===== config.mk =====
export PLATFORM = sky130hd
export DESIGN_NAME = adcc_control
export DESIGN_NICKNAME = d
export VERILOG_FILES = /design/src/adcc_pkg.sv /design/src/adcc_control.sv /design/src/adcc_conv_timer.sv
export SDC_FILE = /design/constraint.sdc
export NUM_CORES = 1
export LEC_CHECK = 0
export BUFFER_PORTS_ARGS = -buffer_cell sky130_fd_sc_hd__buf_4
export CAP_MARGIN = 20
export CORE_MARGIN = 2
export CORE_UTILIZATION = 45
export DETAILED_ROUTE_END_ITERATION = 12
export PLACE_DENSITY = 0.68
export SYNTH_ARGS = -nofsm -noshare
export SYNTH_HDL_FRONTEND = slang
export SYNTH_SLANG_ARGS = --single-unit

===== constraint.sdc =====
create_clock -name clock -period 4.24 [get_ports clock]
set_input_delay 0.636 -clock clock [delete_from_list [all_inputs] [get_ports clock]]
set_output_delay 0.636 -clock clock [all_outputs]
set_load 0.02 [all_outputs]

===== src/adcc_pkg.sv =====
// shared constants for the converter control and result register block
`default_nettype none
package adcc_pkg;
    // =====================================================================
    // register addresses on the 8-bit internal bus
    localparam logic [15:0] ADDR_RESULT_A_HI = 16'hffe0;
    localparam logic [15:0] ADDR_RESULT_D_LO = 16'hffe7;
    localparam logic [15:0] ADDR_CTRL_STATUS = 16'hffe8;
    localparam logic [15:0] ADDR_TRIG_CTRL = 16'hffe9;
    // =====================================================================
    // conv_control_status fields
    localparam int BIT_END_FLAG = 7;
    localparam int BIT_IRQ_EN = 6;
    localparam int BIT_START = 5;
    localparam int BIT_SCAN = 4;
    localparam int BIT_TIME_SEL = 3;
    localparam int BIT_GROUP = 2;
    localparam logic [7:0] CTRL_STATUS_RESET = 8'h00;
    // =====================================================================
    // trigger_control fields
    localparam int BIT_TRIG_EN = 7;
    localparam logic [7:0] TRIG_CTRL_RESET = 8'h7f;
    localparam logic [6:0] TRIG_CTRL_FIXED = 7'h7f;
    // =====================================================================
    // result layout and reset
    localparam int RESULT_BITS = 10;
    localparam logic [15:0] RESULT_RESET = 16'h0000;
    localparam logic [5:0] RESULT_LOW_PAD = 6'h00;
    localparam logic [7:0] UNMAPPED_READ = 8'h00;
    // =====================================================================
    // conversion times in states (one state is one system clock)
    localparam int FIRST_STATES_SLOW = 266;
    localparam int FIRST_STATES_FAST = 134;
    localparam int SCAN_STATES_SLOW = 256;
    localparam int SCAN_STATES_FAST = 128;
    localparam int STATE_NS = 8;
    localparam int CLOCK_NS = 8;
    localparam int CYCLES_PER_STATE = (STATE_NS + CLOCK_NS - 1) / CLOCK_NS;
    localparam int CONV_CNT_W = 11;
    typedef enum logic {
        ADCC_IDLE,
        ADCC_CONVERT
    } adcc_state_t;
endpackage
`default_nettype wire


===== src/adcc_control.sv =====
// converter control, status, trigger and result registers behind the 8-bit cpu bus
// What this block does
// - result top 8 bits go to high byte, low 2 bits to low byte bits 7:6.
// - result register bits 5 to 0 always read zero.
// - reset or standby clears all four result registers.
// - inputs 0/4 to A, 1/5 to B, 2/6 to C, 3/7 to D.
// - control/status clears to zero on reset or standby.
// - end flag sets after single conversion, or after all scanned channels finish.
// - end flag clears by writing 0 after reading 1; writing 1 does nothing.
// - interrupt request equals end flag when interrupt enable is one.
// - start bit begins conversion; single mode clears it when done.
// - scan mode cycles until start is cleared by software, reset or standby.
// - external trigger pin may also set the start bit when enabled.
// - mode bit zero selects single, one selects scan.
// - time select picks 266 or 134 states, doubled at half peripheral clock.
// - group bit plus index n: single converts n, scan converts 0 through n.
// - trigger enable bit gates external trigger; software start always works.
// - trigger control resets to 0x7f on reset or standby.
// - trigger control bits 6 to 0 ignore writes and read one.
// - high byte read returns it and copies low byte into holding latch.
// - low byte read returns holding latch contents.
// - enabled falling edge on trigger pin sets start, like a software start.
// - each scan start begins at the group's first channel.
// - follow-on scan conversions take 256 or 128 states.
`timescale 1ns/10ps
`default_nettype none
module adcc_control
    import adcc_pkg::*;
(
    input wire logic clock,
    input wire logic rst,
    input wire logic standby,
    input wire logic periph_half,
    input wire logic [15:0] bus_addr,
    input wire logic bus_rd,
    input wire logic bus_wr,
    input wire logic [7:0] bus_wdata,
    output logic [7:0] bus_rdata,
    input wire logic ext_trigger_n,
    input wire logic [RESULT_BITS-1:0] ana_result,
    output logic [2:0] ana_channel,
    output logic ana_sample,
    output logic conv_busy,
    output logic conv_end_irq
);
    // =====================================================================
    // decode
    logic clr;
    logic sel_result;
    logic sel_ctrl;
    logic sel_trig;
    logic [1:0] res_idx;
    logic wr_ctrl;
    logic rd_ctrl;

    // standby behaves like reset for every register here
    assign clr = rst | standby;
    assign sel_result = (bus_addr >= ADDR_RESULT_A_HI) && (bus_addr <= ADDR_RESULT_D_LO);
    assign sel_ctrl = (bus_addr == ADDR_CTRL_STATUS);
    assign sel_trig = (bus_addr == ADDR_TRIG_CTRL);
    assign res_idx = bus_addr[2:1];
    assign wr_ctrl = bus_wr && sel_ctrl;
    assign rd_ctrl = bus_rd && sel_ctrl;

    // =====================================================================
    // control register state
    logic end_flag_r;
    logic clear_armed_r;
    logic irq_en_r;
    logic start_r;
    logic scan_r;
    logic time_sel_r;
    logic group_r;
    logic [1:0] chan_idx_r;
    logic trig_en_r;
    logic trig_prev_r;
    logic [15:0] result_r [4];
    logic [7:0] temp_r;
    adcc_state_t state_r;
    logic [1:0] cur_chan_r;
    logic first_conv_r;

    logic conv_done;
    logic trig_fall;
    logic last_chan;
    logic launch;
    logic abort;
    logic flag_set;
    logic start_hw_clear;

    // falling edge on the trigger pin, only when enabled
    assign trig_fall = trig_en_r && trig_prev_r && !ext_trigger_n;
    assign last_chan = !scan_r || (cur_chan_r == chan_idx_r);
    // flag sets at the end of a single conversion or of the last scanned channel
    assign flag_set = conv_done && last_chan;
    assign start_hw_clear = conv_done && !scan_r;
    // a cleared start bit stops any conversion in progress
    assign abort = (state_r == ADCC_CONVERT) && !start_r;
    assign launch = (state_r == ADCC_IDLE) && start_r;

    always_ff @(posedge clock) begin
        if (clr) begin
            trig_prev_r <= 1'b1;
        end else begin
            trig_prev_r <= ext_trigger_n;
        end
    end

    // =====================================================================
    // conv_control_status
    always_ff @(posedge clock) begin
        if (clr) begin
            irq_en_r <= CTRL_STATUS_RESET[BIT_IRQ_EN];
            scan_r <= CTRL_STATUS_RESET[BIT_SCAN];
            time_sel_r <= CTRL_STATUS_RESET[BIT_TIME_SEL];
            group_r <= CTRL_STATUS_RESET[BIT_GROUP];
            chan_idx_r <= CTRL_STATUS_RESET[1:0];
        end else if (wr_ctrl) begin
            irq_en_r <= bus_wdata[BIT_IRQ_EN];
            scan_r <= bus_wdata[BIT_SCAN];
            time_sel_r <= bus_wdata[BIT_TIME_SEL];
            group_r <= bus_wdata[BIT_GROUP];
            chan_idx_r <= bus_wdata[1:0];
        end
    end

    // start bit: software write, trigger pin, cleared by hardware in single mode
    always_ff @(posedge clock) begin
        if (clr) begin
            start_r <= CTRL_STATUS_RESET[BIT_START];
        end else if (trig_fall) begin
            start_r <= 1'b1;
        end else if (wr_ctrl) begin
            start_r <= bus_wdata[BIT_START];
        end else if (start_hw_clear) begin
            start_r <= 1'b0;
        end
    end

    // end flag: hardware set wins over a same-cycle clear
    always_ff @(posedge clock) begin
        if (clr) begin
            end_flag_r <= CTRL_STATUS_RESET[BIT_END_FLAG];
            clear_armed_r <= 1'b0;
        end else begin
            if (flag_set) begin
                end_flag_r <= 1'b1;
            end else if (wr_ctrl && !bus_wdata[BIT_END_FLAG] && clear_armed_r) begin
                end_flag_r <= 1'b0;
            end
            // a read that returns one arms the clear; any control/status write disarms it
            if (rd_ctrl && end_flag_r) begin
                clear_armed_r <= 1'b1;
            end else if (wr_ctrl) begin
                clear_armed_r <= 1'b0;
            end
        end
    end

    assign conv_end_irq = end_flag_r && irq_en_r;

    // =====================================================================
    // trigger_control
    always_ff @(posedge clock) begin
        if (clr) begin
            trig_en_r <= TRIG_CTRL_RESET[BIT_TRIG_EN];
        end else if (bus_wr && sel_trig) begin
            trig_en_r <= bus_wdata[BIT_TRIG_EN];
        end
    end

    // =====================================================================
    // conversion sequencer
    always_ff @(posedge clock) begin
        if (clr) begin
            state_r <= ADCC_IDLE;
            cur_chan_r <= 2'h0;
            first_conv_r <= 1'b1;
        end else begin
            case (state_r)
                ADCC_IDLE: begin
                    if (launch) begin
                        state_r <= ADCC_CONVERT;
                        // scan always restarts at the group's first input
                        cur_chan_r <= scan_r ? 2'h0 : chan_idx_r;
                        first_conv_r <= 1'b1;
                    end
                end
                ADCC_CONVERT: begin
                    if (abort) begin
                        state_r <= ADCC_IDLE;
                    end else if (conv_done) begin
                        if (!scan_r) begin
                            state_r <= ADCC_IDLE;
                        end else begin
                            // scan wraps back to channel 0 of the group
                            cur_chan_r <= last_chan ? 2'h0 : cur_chan_r + 2'h1;
                            first_conv_r <= 1'b0;
                        end
                    end
                end
                default: begin
                    state_r <= ADCC_IDLE;
                end
            endcase
        end
    end

    // one sample pulse per conversion; follow-on scan conversions start on done
    always_ff @(posedge clock) begin
        if (clr) begin
            ana_sample <= 1'b0;
            ana_channel <= 3'h0;
        end else begin
            ana_sample <= launch || (conv_done && scan_r && !abort);
            if (launch) begin
                ana_channel <= {group_r, (scan_r ? 2'h0 : chan_idx_r)};
            end else if (conv_done && scan_r) begin
                ana_channel <= {group_r, (last_chan ? 2'h0 : cur_chan_r + 2'h1)};
            end
        end
    end

    assign conv_busy = (state_r == ADCC_CONVERT);

    adcc_conv_timer u_timer (
        .clock(clock),
        .rst(clr),
        .launch(launch || (conv_done && scan_r)),
        .abort(abort),
        .first_conv(launch ? 1'b1 : 1'b0),
        .time_fast(time_sel_r),
        .periph_half(periph_half),
        .done(conv_done)
    );

    // =====================================================================
    // result registers, one per position in the group
    genvar gi;
    generate
        for (gi = 0; gi < 4; gi++) begin : g_result
            always_ff @(posedge clock) begin
                if (clr) begin
                    result_r[gi] <= RESULT_RESET;
                end else if (conv_done && (cur_chan_r == 2'(gi))) begin
                    // both groups share a register by position pad bits stay zero
                    result_r[gi] <= {ana_result, RESULT_LOW_PAD};
                end
            end
        end
    endgenerate

    // =====================================================================
    // read path with the low-byte holding latch
    always_ff @(posedge clock) begin
        if (clr) begin
            temp_r <= 8'h00;
        end else if (bus_rd && sel_result && !bus_addr[0]) begin
            temp_r <= result_r[res_idx][7:0];
        end
    end

    always_ff @(posedge clock) begin
        if (clr) begin
            bus_rdata <= UNMAPPED_READ;
        end else if (bus_rd) begin
            if (sel_result) begin
                // low byte comes from the latch, so read high first for a coherent pair
                bus_rdata <= bus_addr[0] ? temp_r : result_r[res_idx][15:8];
            end else if (sel_ctrl) begin
                bus_rdata <= {end_flag_r, irq_en_r, start_r, scan_r, time_sel_r, group_r, chan_idx_r};
            end else if (sel_trig) begin
                bus_rdata <= {trig_en_r, TRIG_CTRL_FIXED};
            end else begin
                bus_rdata <= UNMAPPED_READ;
            end
        end
    end
endmodule // adcc_control
`default_nettype wire


===== src/adcc_conv_timer.sv =====
// conversion length timer: counts one conversion and pulses when it ends
`timescale 1ns/10ps
`default_nettype none
module adcc_conv_timer
    import adcc_pkg::*;
(
    input wire logic clock,
    input wire logic rst,
    input wire logic launch,
    input wire logic abort,
    input wire logic first_conv,
    input wire logic time_fast,
    input wire logic periph_half,
    output logic done
);
    // =====================================================================
    // length selection
    localparam logic [CONV_CNT_W-1:0] LEN_FIRST_SLOW = CONV_CNT_W'(FIRST_STATES_SLOW * CYCLES_PER_STATE);
    localparam logic [CONV_CNT_W-1:0] LEN_FIRST_FAST = CONV_CNT_W'(FIRST_STATES_FAST * CYCLES_PER_STATE);
    localparam logic [CONV_CNT_W-1:0] LEN_SCAN_SLOW = CONV_CNT_W'(SCAN_STATES_SLOW * CYCLES_PER_STATE);
    localparam logic [CONV_CNT_W-1:0] LEN_SCAN_FAST = CONV_CNT_W'(SCAN_STATES_FAST * CYCLES_PER_STATE);

    logic [CONV_CNT_W-1:0] len;
    logic [CONV_CNT_W-1:0] count_r;
    logic running_r;

    always_comb begin
        // the first conversion takes longer; follow-on scans use the shorter 256 or 128 state lengths
        if (first_conv) begin
            len = time_fast ? LEN_FIRST_FAST : LEN_FIRST_SLOW;
        end else begin
            len = time_fast ? LEN_SCAN_FAST : LEN_SCAN_SLOW;
        end
        if (periph_half) begin
            len = {len[CONV_CNT_W-2:0], 1'b0};
        end
    end

    // =====================================================================
    // counter
    always_ff @(posedge clock) begin
        if (rst || abort) begin
            running_r <= 1'b0;
            count_r <= '0;
        end else if (launch) begin
            running_r <= 1'b1;
            // the launch cycle after the start bit already counts, so a first conversion stays within its maximum
            count_r <= len - (first_conv ? CONV_CNT_W'(2) : CONV_CNT_W'(1));
        end else if (running_r) begin
            if (count_r == '0) begin
                running_r <= 1'b0;
            end else begin
                count_r <= count_r - CONV_CNT_W'(1);
            end
        end
    end

    assign done = running_r && (count_r == '0) && !abort;
endmodule // adcc_conv_timer
`default_nettype wire


Word-level counts from Yosys, hierarchy flattened. Memories as Yosys holds them, arrays and structs flattened. Cells that the tools add are included.

Memories kept: 1. Output and inout port bits: 14. RAM bits: 40. Bits of input ports: 41. Register bits: 46. Word-level logic and storage cells: 138.

Multiplexer cells: 54. Order comparisons: 2. Bitwise gates (word level): 6. Equal/unequal tests: 11. Reductions and logical operators: 43. Add/subtract/negate cells: 3.

Memory list: result_r (depth 4, bits a word 10, read ports 1, clocked after Yosys merged registers in 0, wr ports 4, RTL line adcc_control.sv:77) `logic [15:0] result_r [4];`.

Operators with widths (count): $mux W11 (5); $mux W10 (4); $eq A16 B16 Y1 const B (2); $mux W8 (4); $mux W1 (28); $logic_and A1 B1 Y1 (24); $mux W9 (2); $ge A16 B16 Y1 const B (1); $le A16 B16 Y1 const B (1); $mux W2 (7); $logic_not A11 Y1 (1); $sub A11 B1 Y11 const B (1); $sub A11 B11 Y11 (1); $reduce_bool A2 Y1 (4); $logic_not A1 Y1 (6); $mux W3 (2); $ne A2 B2 Y1 const B (3); $or A1 B1 Y1 (5); $eq A2 B2 Y1 const B (2); $logic_or A1 B1 Y1 (4); $ne A2 B1 Y1 const B (2); $pmux W2 S2 (1); $reduce_and A4 Y1 (1); $reduce_bool A3 Y1 (1); 7 further kinds (7).

Longest topological paths before layout. Gate-level depths: netlist of the first run.

Depth in word-level cells: 9. Mapped depth: 7. Depth with buffers taken out: 7.

Cells and area by module. A second synthesis of the first run with hierarchy kept.

Cell total of the unflattened synthesis: 399. Area total of the unflattened synthesis: 4090.2 µm².

Modules (own cells, without submodules): adcc_control (cells each 301, seq. area each 1761.7 µm², area an instance 3234.4 µm², instances 1); adcc_conv_timer (cells each 98, seq. area each 240.2 µm², area an instance 855.8 µm², instances 1).

Worst setup path before layout of the first run. OpenSTA, ideal clock, no wires.

Path kind: input port to flip-flop. Start point: in bus_addr[1]. End point: reg end_flag_r. Stages: 5. Data required time: 4108 ps. Setup time: 132 ps. Arrival time: 1975 ps. Buffers on the path: 1. Setup slack: 2133 ps. Cell sequence: buf_2 -> nor4b_1 -> nand3_1 -> o21ai_0 -> a21oi_1.

Longest elaborated chain between the ends: 5.

Ends and longest elaborated chain: start, declared (RTL line adcc_control.sv:34) `input wire logic [15:0] bus_addr,`; $eq A16 B16 Y1 (RTL line adcc_control.sv:59) `assign sel_ctrl = (bus_addr == ADDR_CTRL_STATUS);`; $logic_and A1 B1 Y1 (RTL line adcc_control.sv:62) `assign wr_ctrl = bus_wr && sel_ctrl;`; $logic_and A1 B1 Y1 (2 in a row) (RTL line adcc_control.sv:148) `end else if (wr_ctrl && !bus_wdata[BIT_END_FLAG] && clear_armed_r) begin`; $reduce_bool A2 Y1 (no line); end signal, assigned (RTL line adcc_control.sv:143) `end_flag_r <= CTRL_STATUS_RESET[BIT_END_FLAG];`; end, declared (RTL line adcc_control.sv:67) `logic end_flag_r;`.

Every way passes these cells. A chain may end at the register's enable or synchronous reset.

==> results.json, run 1 <==
{
  "p_per_area_mw_per_mm2": 323.7,
  "fin_crit_ns": 2.490,
  "hold_depth": 2,
  "antenna_found_initial": 0,
  "slew_headroom_pct": 43.83,
  "wirelength_um": 9365,
  "core-area_sq_mm": 0.008721,
  "drtAntennaViolNets": 0,
  "outcome": "finished, final reports clean",
  "fin_setup_tns_ns": 0,
  "async_reset_ff_share_pct": 0,
  "hold_viol": 0,
  "clk_latency_ns": 0.36,
  "combPwrFrac_pct": 5.8,
  "cts_setup_buffers": 0,
  "wl_per_cell_um": 17.22,
  "numCtsBuffers": 9,
  "switchingPower_mw": 0.3508,
  "synth.avg_cell_area_sq_um": 10.49,
  "finalSetupViolCount": 0,
  "place_ws_ns": 1.759,
  "nNetsFinal": 481,
  "slew_violations": 0,
  "period_share_pct": 58.72,
  "clock_power_share_pct": 40.1,
  "synth_edf_count": 40,
  "cap_violations": 0,
  "ioPinCount": 55,
  "cts_root_buffer": "clkbuf_8",
  "gp_congestion": 0.8487,
  "die_area_sq_mm": 0.009772,
  "die_w_um": 98.86,
  "start_util_pct": 46.43,
  "grt_max_degree": 41,
  "cts_resized": 0,
  "p_leak_nw": 2.058,
  "firstDrtPassIters": 4,
  "multi_input_area_sq_mm": 0.001903,
  "p_int_mw": 1.182,
  "fp-row-count": 34,
  "grt_pass1_wl_um": 15080,
  "cts_sinks": 80,
  "syn_area_sq_mm": 0.004049,
  "finalNonFillerCells": 544,
  "fillCellCount": 768,
  "crit_arrival_ns": 2.48,
  "worstSetupStartpointType": "flip-flop",
  "cts-htree-levels": 3,
  "grt_setup_unrepaired": "false",
  "dpl.cell_count": 528,
  "synthDistinctLibCells": 56,
  "holdBufCountCts": 0,
  "skew_ns": 0.01302,
  "placed_area_sq_mm": 0.004517,
  "diodes": 0,
  "fmax_ghz": 0.4017,
  "num_vias": 3140,
  "endpoint_kind": "flip-flop",
  "cp_data_required_time_ns": 4.23,
  "synth.net_count": 436,
  "ir_drop_mv": 0.1549,
  "final_cell_area_sq_mm": 0.004737,
  "gr-total-overflow": 0,
  "grt_pass1_vias": 2966,
  "cts_tree": "built",
  "grt_usage_pct": 19.96,
  "crit_fanout": 10,
  "syn2layout_area_growth_pct": 17.00,
  "criticalPathCategory": "reg -> reg",
  "power.share.sequential_pct": 54.1,
  "drcViolationCount": 0,
  "synthCells": 386,
  "viasPerCell": 5.772,
  "place_hpwl_um": 6517,
  "synth_warnings": 0,
  "drt_iter0_drc": 190,
  "reg2regPathDepth": 7,
  "clk_pin_slew_ns": 0.09,
  "portBuffers": 54,
  "yosysSeqAreaShare_pct": 49.44,
  "min_path_type": "in -> reg",
  "drive_above_1_share_pct": 22.25,
  "setup_ws_ns": 1.750,
  "worst_pin_slew_ns": 0.8348,
  "p_sw_share_pct": 22.88,
  "regArea_sq_mm": 0.002002,
  "hold_slack_ns": 0.4593,
  "die_height_um": 98.86,
  "clock_path_buffers": 2,
  "ys_seq_elements": 80,
  "ys.flop_type": "edfxtp_1"
}
==> cell families (layout without fill, tap and decap cells) <==
logic type	after synthesis	count (layout)	share of synthesized area, %
flip-flops	80	80	49.44
XOR/XNOR	6	6	1.298
multiplexers	24	24	9.054
AO/OA/AOI/OAI	75	75	12.92
AND/OR/NAND/NOR	155	155	20.95
adder cells (fa/ha/maj)	9	9	2.781
buffers and inverters	37	87	3.554
==> cells in the final DEF (no fill, tap or decap), types with 3 or more instances in the layout <==
| cell type | count |
|---|---|
| a32o_1 | 7 |
| nand3_1 | 8 |
| mux4_2 | 10 |
| nand2_1 | 37 |
| xor2_1 | 6 |
| inv_1 | 15 |
| clkbuf_8 | 9 |
| nand2b_1 | 3 |
| o21ai_0 | 24 |
| o2111ai_1 | 5 |
| nor3_1 | 3 |
| edfxtp_1 | 40 |
| ha_1 | 9 |
| and3_1 | 45 |
| nand4_1 | 8 |
| buf_4 | 56 |
| a211oi_1 | 4 |
| mux2i_1 | 13 |
| dfxtp_1 | 40 |
| a21oi_1 | 12 |
| a31oi_1 | 3 |
| nor2_1 | 31 |
| o211ai_1 | 3 |
==> worst max-delay path: stages, from the launching register on <==
cell     delay [ns]
dfxtp_1        0.37
inv_1          0.12
ha_1           0.16
nor4b_2        0.38
nand4_1        0.23
nor2_1         0.37
nand2_1        0.09
nand2_1        0.40
==> per-layer routing <==
metal / up-vias / track usage (%) / share of wire [%]
met5: - / 0 / 0
met2: 100 / 31.34 / 47
met4: 0 / 8.219 / 1.2
met3: 7 / 3.901 / 7.8
li1: 1536 / - / -
met1: 1497 / 27.19 / 44
==> cell type report <==
cell class / instances / share of cell area [%]
multi-input cells: 269 / 40.17
well taps: 108 / 2.853
flip-flops and latches: 80 / 42.26
repair buffers: 56 / 8.875
clock buffers: 10 / 3.143
inverters: 15 / 1.189
clock inverters: 6 / 1.506
==> synth_stat cells (2+ instances only) <==
cell / count / area (sq um)
a211oi_1: 4 / 30.03
a21oi_1: 12 / 60.06
a22o_1: 2 / 17.52
a31oi_1: 3 / 18.77
a32o_1: 7 / 70.07
and2_1: 2 / 12.51
and3_1: 45 / 281.5
buf_2: 4 / 20.02
clkbuf_1: 18 / 67.56
dfxtp_1: 40 / 800.8
edfxtp_1: 40 / 1201
ha_1: 9 / 112.6
inv_1: 15 / 56.30
mux2i_1: 13 / 130.1
mux4_2: 10 / 225.2
nand2_1: 37 / 138.9
nand2b_1: 3 / 18.77
nand3_1: 8 / 40.04
nand4_1: 8 / 50.05
nor2_1: 31 / 116.4
nor2b_1: 2 / 12.51
nor3_1: 3 / 15.01
o2111ai_1: 5 / 43.79
o211ai_1: 3 / 22.52
o21ai_0: 24 / 120.1
o311ai_0: 2 / 17.52
or2_2: 2 / 12.51
xor2_1: 6 / 52.55
==> path summary, 6_finish.rpt <==
kind	from	endpoint	slack, ns
worst max-delay path	u_timer.count_r[0]	result_r[0][1]	1.75
worst min register to register	clear_armed_r	clear_armed_r	0.48
worst max register to register	u_timer.count_r[0]	result_r[0][1]	1.75
worst min-delay path	ext_trigger_n	trig_prev_r	0.46
==> power groups by stage <==
stage / Clock [mW] / Combinational (mW) / Sequential (mW)
after floorplan: 0 / 0.0417 / 0.844
after global placement: 0 / 0.0885 / 0.846
after detailed placement: 0 / 0.0894 / 0.847
after CTS: 0.625 / 0.0897 / 0.829
after global routing: 0.661 / 0.0967 / 0.830
final: 0.615 / 0.0892 / 0.829
==> flip-flops by register name, summed over array words and instances, names as in the netlist <==
register and count:
irq_en_r 1, bus_rdata 8, ana_sample 1, chan_idx_r 2, end_flag_r 1, conv_busy 1, u_timer.count_r 11, start_r 1
trig_en_r 1, trig_prev_r 1, cur_chan_r 2, scan_r 1, group_r 1, u_timer.running_r 1, clear_armed_r 1, time_sel_r 1
ana_channel 3, result_r 40, temp_r 2
==> metrics by stage <==
step | util (%) | total power [mW]
after floorplan | - | 0.8861
after global placement | 51.79 | 0.9346
after detailed placement | 51.79 | 0.9361
after CTS | 54.32 | 1.543
after global routing | 54.32 | 1.588
final | 54.32 | 1.533
Note: power is estimated with default switching activity, not from simulation.
==> run 2, diff against run 1 <==
==> constraint.sdc (replaced) <==
create_clock -name clock -period 2.4 [get_ports clock]
set_input_delay 0.36 -clock clock [delete_from_list [all_inputs] [get_ports clock]]
set_output_delay 0.36 -clock clock [all_outputs]
set_load 0.02 [all_outputs]
==> results.json, run 2 (synthesis results as in run 1) <==
{
  "grt_setup_unrepaired": "false",
  "die_area_sq_mm": 0.009772,
  "finalSetupViolCount": 0,
  "antenna_found_initial": 0,
  "p_per_area_mw_per_mm2": 564.1,
  "fmax_ghz": 0.4417,
  "core-area_sq_mm": 0.008721,
  "holdBufCountCts": 0,
  "grt_pass1_wl_um": 15750,
  "worst_pin_slew_ns": 0.5470,
  "grt_usage_pct": 20.33,
  "crit_arrival_ns": 2.49,
  "dpl.cell_count": 542,
  "numCtsBuffers": 9,
  "portBuffers": 54,
  "nNetsFinal": 495,
  "start_util_pct": 46.43,
  "firstDrtPassIters": 5,
  "finalNonFillerCells": 558,
  "hold_depth": 2,
  "fin_crit_ns": 2.264,
  "gr-total-overflow": 0,
  "endpoint_kind": "flip-flop",
  "ir_drop_mv": 0.3416,
  "fp-row-count": 34,
  "cts_tree": "built",
  "grt_max_degree": 41,
  "die_w_um": 98.86,
  "largest_register_ffs": 40,
  "hold_viol": 0,
  "ioPinCount": 55,
  "criticalPathCategory": "reg -> reg",
  "worstSetupStartpointType": "flip-flop",
  "min_path_type": "in -> reg",
  "fin_setup_tns_ns": 0,
  "slew_violations": 0,
  "min_from": "ext_trigger_n",
  "skew_ns": 0.01138,
  "reg.largest.list": "result_r: 40 flops, u_timer.count_r: 11 flops, bus_rdata: 8 flops",
  "place_hpwl_um": 7101,
  "r2r-start": "u_timer.count_r[0]",
  "syn2layout_area_growth_pct": 20.86,
  "clock_path_buffers": 2,
  "p_leak_nw": 2.162,
  "cts-htree-levels": 3,
  "slew_headroom_pct": 63.02,
  "drt_iter0_drc": 355,
  "wirelength_um": 9733,
  "cts_root_buffer": "clkbuf_8",
  "layout_common_cells": "buf_4, and3_1, dfxtp_1, edfxtp_1, nand2_1",
  "diodes": 0,
  "drcViolationCount": 0,
  "period_share_pct": 94.33,
  "drtAntennaViolNets": 0,
  "gp_congestion": 0.9393,
  "clk_latency_ns": 0.34,
  "die_height_um": 98.86,
  "cp_data_required_time_ns": 2.62,
  "regMostFlops": "result_r",
  "drive_above_1_share_pct": 24.44,
  "wl_per_cell_um": 17.44,
  "grt_pass1_vias": 3083,
  "cts_sinks": 80,
  "cap_violations": 0,
  "hold_slack_ns": 0.2099,
  "viasPerCell": 5.754,
  "reg2regPathDepth": 7,
  "final_common_cell": "buf_4",
  "crit_fanout": 6,
  "num_vias": 3211,
  "clk_pin_slew_ns": 0.09,
  "outcome": "finished, final reports clean",
  "cts_setup_buffers": 0,
  "startpoint": "u_timer.count_r[0]",
  "power.total_mw": 2.760
}
run 2: cell count changes in the layout (fill, tap and decap cells not counted), sizes merged:
cell	previous run	this run
buf	56	70
inv	18	19
bufinv	1	2
clkinvlp	1	0
clkbuf	10	9
run 2: worst max-delay path: stages (launching register included):
cell and delay, ns:
dfxtp_1 0.36, inv_1 0.11, ha_1 0.19, or4b_4 0.48, or3_4 0.44, o31a_2 0.14, o311ai_0 0.31, a21oi_1 0.12
run 2: final timing paths:
path,endpoint,slack (ns)
worst max-delay path,u_timer.count_r[9],0.14
worst min-delay path,trig_prev_r,0.21
worst max register to register,u_timer.count_r[9],0.14
worst min register to register,clear_armed_r,0.45
run 2: per-stage QoR:
stage                     util, %  cell area, sq um  setup slack, ns
after CTS                   56.01              4885           0.1286
after global routing        56.11              4893          0.02649
after floorplan                 -              4049           0.3605
after global placement      53.43              4659           0.2797
after detailed placement    53.43              4659           0.1514
final                       56.11              4893           0.1361
run 2: per-layer routing:
layer | vias to the layer above | wire length (um) | track usage [%]
met1 | 1521 | 4665 | 30.88
met4 | 0 | 41 | 4.847
met3 | 2 | 754 | 4.397
li1 | 1558 | - | -
met2 | 130 | 4272 | 29.73
met5 | - | 0 | 0
run 2: what timing repair did:
item                                    CTS  global route
gates resized for setup                   0             1
endpoints found under the setup margin    0            11
hold endpoints to repair                  0             0
run 2: layout make-up:
type	instances	area, sq um
fill	738	3827
sequential	80	2002
multi-input combinational	269	1912
timing repair buffer	70	563.0
tap	108	135.1
clock buffer	9	123.9
clock inverter	7	101.3
inverter	15	56.30
run 2: report_power, final:
part / total [mW] / switching [mW] / internal [mW] / leakage (nW)
registers: 1.47 / 0.0103 / 1.46 / 0.768
clock network: 1.13 / 0.526 / 0.601 / 0.114
logic: 0.166 / 0.0806 / 0.0857 / 1.28
total: 2.76 / 0.617 / 2.14 / 2.16
